==> src/hdl/srmux_pkg.sv <==
// Constants and carrier types for the servo/rf_sum converter output multiplexer
package srmux_pkg;
    // ----------------------------------------------------------------
    // Configuration register map (4-bit address, 8-bit data)
    // ----------------------------------------------------------------
    localparam logic [3:0] ADDR_GAIN_FIRST   = 4'h0;
    localparam logic [3:0] ADDR_OFFSET_FIRST = 4'h4;
    localparam logic [3:0] ADDR_MONITOR      = 4'h8;
    localparam logic [3:0] ADDR_LASER        = 4'h9;
    localparam logic [3:0] ADDR_CLOCK        = 4'ha;
    localparam logic [3:0] ADDR_CLIP         = 4'hb;
    localparam logic [3:0] ADDR_TEST         = 4'hc;
    localparam logic [3:0] ADDR_ALL_GAIN     = 4'he;
    localparam logic [3:0] ADDR_ALL_OFFSET   = 4'hf;
    localparam int         NUM_REGS          = 16;
    localparam int         NUM_CHANNELS      = 4;
    localparam logic [7:0] REG_RESET         = 8'h00;

    // ----------------------------------------------------------------
    // Field positions
    // ----------------------------------------------------------------
    localparam int MON_SEL_LSB   = 0;
    localparam int CUR_PATH_BIT  = 3;
    localparam int POLARITY_LSB  = 4;
    localparam int RATE_BIT      = 0;
    localparam int CLIP_OVER_BIT = 0;
    localparam int CLIP_UNDER_BIT = 1;

    // Gain: 48 steps of 0.5 dB from 6 dB, codes 0..47
    localparam logic [5:0] GAIN_CODE_MAX = 6'h2f;

    // ----------------------------------------------------------------
    // Frame and clock timing
    // ----------------------------------------------------------------
    localparam logic [2:0] SLOT_FIRST = 3'h0;
    localparam logic [2:0] SLOT_LAST  = 3'h7;
    localparam logic [1:0] DAC_DIV_LAST = 2'h2;

    typedef enum logic [2:0] {
        MON_RF_SUM, MON_DIAG_PAIR_1, MON_DIAG_PAIR_2, MON_TRK_SPOT_A, MON_TRK_SPOT_B
    } srmux_mon_t;

    typedef struct packed {
        logic       rf_over;
        logic       rf_under;
        logic [7:0] rf_code;
        logic       servo_high_clip;
        logic       servo_low_clip;
        logic [5:0] servo_code;
    } srmux_conv_t;

    typedef struct packed {
        logic       double_rate_mode;
        logic       current_path;
        logic [3:0] polarity;
        logic [2:0] monitor_sel;
        logic [5:0] laser_bias;
    } srmux_ctrl_t;
endpackage

==> src/hdl/srmux_top.sv <==
// Converter output multiplexer, clock derivation and configuration registers
//
// Behaviour
// RULE1: Partner supplies master clock, 768xFs double rate or 384xFs base rate.
// RULE2: Derive a 512xFs DAC enable and three phased converter clocks at half master. Base rate enables every master (384xFs).
// RULE3: rf_sum converter delivers 8-bit samples at the converter clock rate.
// RULE4: Servo converter cycles four channels, each at a quarter of converter rate.
// RULE5: Frame order diag1,rf,diag2,rf,trkA,rf,trkB,rf, repeating.
// RULE6: Frame marker high only in rf_sum slot before diag_pair_1.
// RULE7: Output word changes only on falling master clock edges.
// RULE8: rf_sum slots carry all eight bits, D0 least significant.
// RULE9: Servo slots carry code in bits 5:0, low clip bit 6, high clip bit 7.
// RULE10: rf_sum over/under range held sticky, readable by the partner.
// RULE11: 6-bit laser bias code sets the monitor photodiode reference.
// RULE12: Current or voltage input path is a partner-written setting.
// RULE13: Per-channel gain code, 48 steps of 0.5 dB, 6 to 29.5 dB.
// RULE14: Per-channel 6-bit offset cancellation code drives an offset DAC.
// RULE15: Partner writes rate mode and clock setup over the control port.
// RULE16: Each of four photodiode channels has its own polarity setting.
// RULE17: Monitor output source chosen from rf_sum or one servo channel.
// RULE18: Sixteen 8-bit configuration registers at a 4-bit address.
// RULE19: Broadcast addresses write all gain or all offset registers.
// RULE20: Shutdown input low resets frame and clip latches; frame restarts at slot 0.
`timescale 1ns/100ps
module srmux_top
(
    input  wire logic                              clk,
    input  wire logic                              rst,
    input  wire logic                              ce,
    input  wire logic                              power_shutdown_reset_n,
    input  wire srmux_pkg::srmux_conv_t            conv,
    input  wire logic                              cfg_wr,
    input  wire logic [3:0]                        cfg_addr,
    input  wire logic [7:0]                        cfg_wdata,
    input  wire logic                              cfg_rd,
    output logic      [7:0]                        cfg_rdata,
    output logic      [7:0]                        mux_data,
    output logic                                   frame_marker,
    output logic      [1:0]                        servo_chan_sel,
    output logic                                   dac_clk_en,
    output logic      [2:0]                        adc_clk,
    output srmux_pkg::srmux_ctrl_t                 ctrl,
    output logic      [srmux_pkg::NUM_CHANNELS-1:0][5:0] gain_code,
    output logic      [srmux_pkg::NUM_CHANNELS-1:0][5:0] offset_code
);
    import srmux_pkg::*;

    function automatic logic [5:0] clamp_gain(input logic [7:0] v);
        clamp_gain = (v > {2'h0, GAIN_CODE_MAX}) ? GAIN_CODE_MAX : v[5:0];
    endfunction

    // ----------------------------------------------------------------
    // Frame slot counter and clock derivation
    // ----------------------------------------------------------------
    logic [2:0] slot_q, slot_d;
    logic [1:0] dac_div_q, dac_div_d;
    logic       dac_en_q, dac_en_d;
    logic       adc_div_q, adc_div_d;
    logic       adc_inv_q, adc_inv_d;
    logic [1:0] chan_q, chan_d;

    always_comb
    begin
        slot_d    = slot_q;
        dac_div_d = dac_div_q;
        dac_en_d  = dac_en_q;
        adc_div_d = adc_div_q;
        adc_inv_d = adc_inv_q;
        chan_d    = chan_q;
        if (ce)
        begin
            // One slot per master clock: rf_sum fills every second slot
            slot_d = power_shutdown_reset_n ? slot_q + 3'h1 : SLOT_FIRST; // see RULE5 RULE20
            chan_d = slot_d[2:1]; // see RULE4
            adc_div_d = ~adc_div_q; // see RULE2 RULE3
            // Inverse phase kept in its own flop so the pin carries no gate
            adc_inv_d = adc_div_q; // see RULE2
            dac_div_d = (dac_div_q == DAC_DIV_LAST) ? 2'h0 : dac_div_q + 2'h1;
            // Two enables per three masters gives 512xFs from 768xFs; base rate
            // cannot exceed its master, so it runs every cycle there.
            dac_en_d = ctrl.double_rate_mode ? (dac_div_d != DAC_DIV_LAST) : 1'b1; // see RULE2
        end
    end

    always_ff @(posedge clk or posedge rst)
    begin
        if (rst)
        begin
            slot_q    <= SLOT_FIRST;
            dac_div_q <= 2'h0;
            dac_en_q  <= 1'b0;
            adc_div_q <= 1'b0;
            adc_inv_q <= 1'b1;
            chan_q    <= 2'h0;
        end
        else
        begin
            slot_q    <= slot_d;
            dac_div_q <= dac_div_d;
            dac_en_q  <= dac_en_d;
            adc_div_q <= adc_div_d;
            adc_inv_q <= adc_inv_d;
            chan_q    <= chan_d;
        end
    end

    assign servo_chan_sel = chan_q;
    assign dac_clk_en     = dac_en_q;

    // ----------------------------------------------------------------
    // Falling-edge output stage
    // ----------------------------------------------------------------
    logic [7:0] data_q, data_d;
    logic       mark_q, mark_d;
    logic       adc_late_q, adc_late_d;

    always_comb
    begin
        data_d     = data_q;
        mark_d     = mark_q;
        adc_late_d = adc_late_q;
        if (ce)
        begin
            if (slot_q[0])
                data_d = conv.rf_code; // see RULE8
            else
                data_d = {conv.servo_high_clip, conv.servo_low_clip, conv.servo_code}; // see RULE9
            mark_d     = (slot_q == SLOT_LAST); // see RULE6
            adc_late_d = adc_div_q;
        end
    end

    // Partner samples on rising edges, so the word moves half a period away
    always_ff @(negedge clk or posedge rst) // see RULE7
    begin
        if (rst)
        begin
            data_q     <= 8'h00;
            mark_q     <= 1'b0;
            adc_late_q <= 1'b0;
        end
        else
        begin
            data_q     <= data_d;
            mark_q     <= mark_d;
            adc_late_q <= adc_late_d;
        end
    end

    assign mux_data     = data_q;
    assign frame_marker = mark_q;
    assign adc_clk      = {adc_late_q, adc_inv_q, adc_div_q}; // see RULE2

    // ----------------------------------------------------------------
    // Configuration registers, clip latches and control decode
    // ----------------------------------------------------------------
    logic [NUM_REGS-1:0][7:0] regs_q, regs_d;
    logic [1:0]               clip_q, clip_d;
    logic [7:0]               rdata_q, rdata_d;
    srmux_ctrl_t              ctrl_q, ctrl_d;
    logic [NUM_CHANNELS-1:0][5:0] gain_q, gain_d, offs_q, offs_d;

    always_comb
    begin
        regs_d  = regs_q;
        clip_d  = clip_q;
        rdata_d = rdata_q;
        if (ce)
        begin
            if (cfg_wr && cfg_addr != ADDR_CLIP)
            begin
                if (cfg_addr == ADDR_ALL_GAIN || cfg_addr == ADDR_ALL_OFFSET) // see RULE19
                begin
                    for (int i = 0; i < NUM_CHANNELS; i++)
                    begin
                        if (cfg_addr == ADDR_ALL_GAIN)
                            regs_d[ADDR_GAIN_FIRST + 4'(i)] = cfg_wdata;
                        else
                            regs_d[ADDR_OFFSET_FIRST + 4'(i)] = cfg_wdata;
                    end
                end
                else
                    regs_d[cfg_addr] = cfg_wdata; // see RULE18
            end
            if (cfg_rd)
            begin
                rdata_d = (cfg_addr == ADDR_CLIP) ? {6'h00, clip_q} : regs_q[cfg_addr];
                if (cfg_addr == ADDR_CLIP)
                    clip_d = 2'h0;
            end
            // New events win over the read-clear
            if (!power_shutdown_reset_n)
                clip_d = 2'h0; // see RULE20
            else
            begin
                clip_d[CLIP_OVER_BIT]  = clip_d[CLIP_OVER_BIT] | conv.rf_over; // see RULE10
                clip_d[CLIP_UNDER_BIT] = clip_d[CLIP_UNDER_BIT] | conv.rf_under;
            end
        end
        ctrl_d.double_rate_mode = regs_d[ADDR_CLOCK][RATE_BIT]; // see RULE15
        ctrl_d.current_path = regs_d[ADDR_MONITOR][CUR_PATH_BIT]; // see RULE12
        ctrl_d.polarity = regs_d[ADDR_MONITOR][POLARITY_LSB +: 4]; // see RULE16
        ctrl_d.monitor_sel = regs_d[ADDR_MONITOR][MON_SEL_LSB +: 3]; // see RULE17
        // Unlisted monitor codes fall back to rf_sum
        if (ctrl_d.monitor_sel > MON_TRK_SPOT_B)
            ctrl_d.monitor_sel = MON_RF_SUM;
        ctrl_d.laser_bias = regs_d[ADDR_LASER][5:0]; // see RULE11
        for (int i = 0; i < NUM_CHANNELS; i++)
        begin
            gain_d[i] = clamp_gain(regs_d[ADDR_GAIN_FIRST + 4'(i)]); // see RULE13
            offs_d[i] = regs_d[ADDR_OFFSET_FIRST + 4'(i)][5:0]; // see RULE14
        end
    end

    always_ff @(posedge clk or posedge rst)
    begin
        if (rst)
        begin
            regs_q  <= {NUM_REGS{REG_RESET}};
            clip_q  <= 2'h0;
            rdata_q <= 8'h00;
            ctrl_q  <= '0;
            gain_q  <= '0;
            offs_q  <= '0;
        end
        else
        begin
            regs_q  <= regs_d;
            clip_q  <= clip_d;
            rdata_q <= rdata_d;
            ctrl_q  <= ctrl_d;
            gain_q  <= gain_d;
            offs_q  <= offs_d;
        end
    end

    assign cfg_rdata   = rdata_q;
    assign ctrl        = ctrl_q;
    assign gain_code   = gain_q;
    assign offset_code = offs_q;
endmodule

==> config.mk <==
export PLATFORM = sky130hd
export DESIGN_NAME = srmux_top
export DESIGN_NICKNAME = d
export VERILOG_FILES = /design/src/hdl/srmux_pkg.sv /design/src/hdl/srmux_top.sv
export SDC_FILE = /design/constraint.sdc
export NUM_CORES = 1
export LEC_CHECK = 0
export ABC_AREA = 1
export BUFFER_PORTS_ARGS = -buffer_cell sky130_fd_sc_hd__buf_2
export CORE_AREA = 2 2 126 128
export DETAILED_ROUTE_END_ITERATION = 7
export DIE_AREA = 0 0 128 130
export PLACE_DENSITY = 0.85
export SETUP_SLACK_MARGIN = 0.2
export SLEW_MARGIN = 10
export SYNTH_ARGS = -nofsm -noshare
export SYNTH_HDL_FRONTEND = slang
export SYNTH_SLANG_ARGS = --single-unit
==> constraint.sdc <==
create_clock -name clk -period 5.8 [get_ports clk]
set_input_delay 0.29 -clock clk [delete_from_list [all_inputs] [get_ports clk]]
set_output_delay 0.29 -clock clk [all_outputs]
set_load 0.02 [all_outputs]
==> flow_metrics.tcl <==
set metrics [dict create \
    outcome "finished, final reports clean" \
    pwr-share-clk_pct 29.6 \
    hold_end "clip_q[0]" \
    area_delta_synth_final_pct 10.22 \
    dp.cells 1253 \
    rsz0062_at_grt "false" \
    die_area_um2 16640 \
    final_nets 1119 \
    cap_violations 0 \
    cts_resized 0 \
    setup_ws_ns 1.619 \
    yosysSeqAreaShare_pct 53.25 \
    slowest_stage "dfrtp_1" \
    swShare_pct 34.85 \
    cp-start-kind "flip-flop" \
    synth_top_area_share_pct 50.00 \
    netlist_instances 1038 \
    synth.area.top_cells "dfrtp_1, nand2_1, o21ai_0" \
    cts_tree "built" \
    wirelength_um 22380 \
    power_frac_comb_pct 25.0 \
    ff2ff_path_depth 3 \
    ys_ff_latch 181 \
    min_path_type "in2reg" \
    yosysMostFrequentCell "nand2_1" \
    r2r_end "mux_data[1]" \
    cts.htree.levels 4 \
    synth-edff-count 0 \
    cp.required_ns 3.14 \
    gr-total-overflow 0 \
    drt_iter0_markers 871 \
    path_buf_inv 1 \
    drv_slew 0 \
    grt_pass1_vias 6906 \
    initial_utilization_pct 55.16 \
    r2r_start "slot_q[0]" \
    coreArea_um2 15420 \
    p_int_uw 2436 \
    worstMarginPinSlew_ns 0.9400 \
    io_pins 122 \
    cts_made_buffers 17 \
    antenna_found_initial 2 \
    yosysTopAreaCell "dfrtp_1" \
    slew_headroom_pct 37.18 \
    hold_viol 0 \
    grt_start_max_net_pins 71 \
    grt_usage_pct 27.72 \
    drt_pass1_iterations 5 \
    path_cells "clkinv_1 -> nor2_1 -> o21ai_0" \
    crit_fanout 10 \
    synthesis.area_um2 8508 \
    max_stage_delay_ns 0.51 \
    syn-num-nets 1076 \
    avgRoutedWirePerCell_um 17.39 \
    clock_path_buffers 2 \
    holdCritStartpoint "conv[17]" \
    fin_skew_ns 0.02895 \
    ys.flop_type "dfrtp_1" \
    path_clk_slew_ns 0.07 \
    post-cts-setup-buffers 0 \
    endpoint_kind "flip-flop" \
    via_per_inst 5.626 \
    clk_latency_ns 0.43 \
    holdPathStages 3 \
    cp_top_family "flip-flops" \
    criticalPathCategory "reg2reg" \
    dp_hpwl_um 15200 \
    leakage_uw 0.004864 \
    port_buffers 121 \
    drc 0 \
    pwr-share-seq_pct 45.5 \
    crit_arrival_ns 1.53 \
    r2r_slack_ns 1.62 \
    p_switching_uw 1303 \
    drive_above_1_share_pct 18.74 \
    yosys-top-cells-count "nand2_1, dfrtp_1, o21ai_0" \
    setup-tns-final_ns 0 \
    clock-sinks 181 \
    grt_pass1_wl_um 35190 \
    ys_types 35 \
    powerDensity_nw_per_um2 398.6 \
    row_count 46 \
    die_h_um 130 \
    syn_area_per_cell_um2 8.197 \
    synthArstFlopShare_pct 100.0 \
    final_cells 1287 \
    die_w_um 128 \
    gp_congestion 0.9744 \
    via_count 7241 \
    power_uw 3738 \
    clock-root-buffer "clkbuf_16" \
    synth_warnings 0 \
    irDropWorstVdd_mv 0.2244 \
    finalSetupViolCount 0 \
    dp_slack_ns 1.585 \
    ant_nets 0 \
]
how the worst max path moves through the flow:
stage	from	endpoint	slack [ns]	depth (start not counted)
2_1_floorplan	rst	adc_late_q	0.41	1
3_3_place_gp	ce	mux_data[7]	1.64	4
3_5_place_dp	ce	mux_data[5]	1.59	4
4_1_cts	frame_marker	frame_marker	1.61	1
5_1_grt	slot_q[0]	mux_data[1]	1.46	3
6_report	slot_q[0]	mux_data[1]	1.62	3
power by group through the flow:
| stage | registers, uW | logic [uW] | clock network [uW] |
|---|---|---|---|
| 2_1_floorplan | 1790 | 615 | 0 |
| 3_3_place_gp | 1710 | 902 | 0 |
| 3_5_place_dp | 1710 | 925 | 0 |
| 4_1_cts | 1700 | 935 | 1110 |
| 5_1_grt | 1730 | 1030 | 1160 |
| 6_report | 1700 | 934 | 1110 |
cells by family (layout without fill, tap and decap cells):
logic type,after synthesis,count (layout),share of synthesized area [%]
fa+ha+maj,2,2,0.2941
buf+inv,184,240,10.49
other cells,0,1,0
simple gates,518,518,26.44
compound gates,152,152,9.426
xor+xnor,1,1,0.1030
flops,181,181,53.25
tightest hold or removal path: stages:
cell     delay (ns)
buf_2          0.08
nand3_1        0.07
o21ai_0        0.07
area by class of cell:
cell class                 count  area, um2
antenna                        1      2.502
clock buffer                  20      446.7
clock inverter                12      106.4
fill                        1334       6047
inverter                      83      316.6
multi-input combinational    673       3097
sequential                   181       4531
tap                          192      240.2
timing repair buffer         125      638.1
metal layers:
layer	share of wire, %	vias to the layer above	wire length, um	GRT usage, %
met5	0.058	-	13	0
met4	3.2	2	717	12.73
met3	8.4	57	1870	5.125
met2	48	398	10670	44.98
met1	41	3442	9100	36.70
li1	-	3342	-	-
sequential cells by signal, indices dropped and copies added, names as in the netlist, 2 cells and up:
register   count
regs_q       121
gain_code     24
cfg_rdata      8
ctrl           8
mux_data       8
slot_q         3
clip_q         2
dac_div_q      2
what timing repair did:
| action | 4_1_cts | 5_1_grt |
|---|---|---|
| hold endpoints to repair | 1 | 0 |
| endpoints found under the setup margin | 0 | 0 |
| hold buffers | 1 | 0 |
stage by stage:
stage | cell area, um2 | utilization [%] | hold slack [ns]
3_5_place_dp | 8806 | 57.09 | 0.3040
5_1_grt | 9378 | 60.80 | 0.1247
3_3_place_gp | 8806 | 57.09 | 0.3060
2_1_floorplan | 8512 | - | 0.4037
6_report | 9378 | 60.80 | 0.1205
4_1_cts | 9369 | 60.74 | 0.1171
cells in the final DEF, fill, tap and decap left out, types with 2 or more instances in the layout:
| master | count |
|---|---|
| a21oi_1 | 13 |
| a21oi_2 | 2 |
| a22oi_1 | 3 |
| buf_2 | 121 |
| buf_4 | 3 |
| clkbuf_1 | 2 |
| clkbuf_16 | 17 |
| clkinv_1 | 2 |
| clkinv_2 | 5 |
| clkinv_4 | 2 |
| clkinvlp_4 | 5 |
| dfrtn_1 | 10 |
| dfrtp_1 | 170 |
| ha_1 | 2 |
| inv_1 | 71 |
| inv_2 | 8 |
| nand2_1 | 335 |
| nand2_2 | 15 |
| nand2_4 | 2 |
| nand3_1 | 46 |
| nand3_2 | 3 |
| nand4_1 | 27 |
| nor2_1 | 58 |
| nor2_2 | 2 |
| nor2_4 | 11 |
| nor3_1 | 18 |
| o211ai_1 | 2 |
| o21ai_0 | 118 |
| o21ai_1 | 7 |
| o21ai_2 | 4 |
Note: power is estimated with default switching activity, not from simulation.
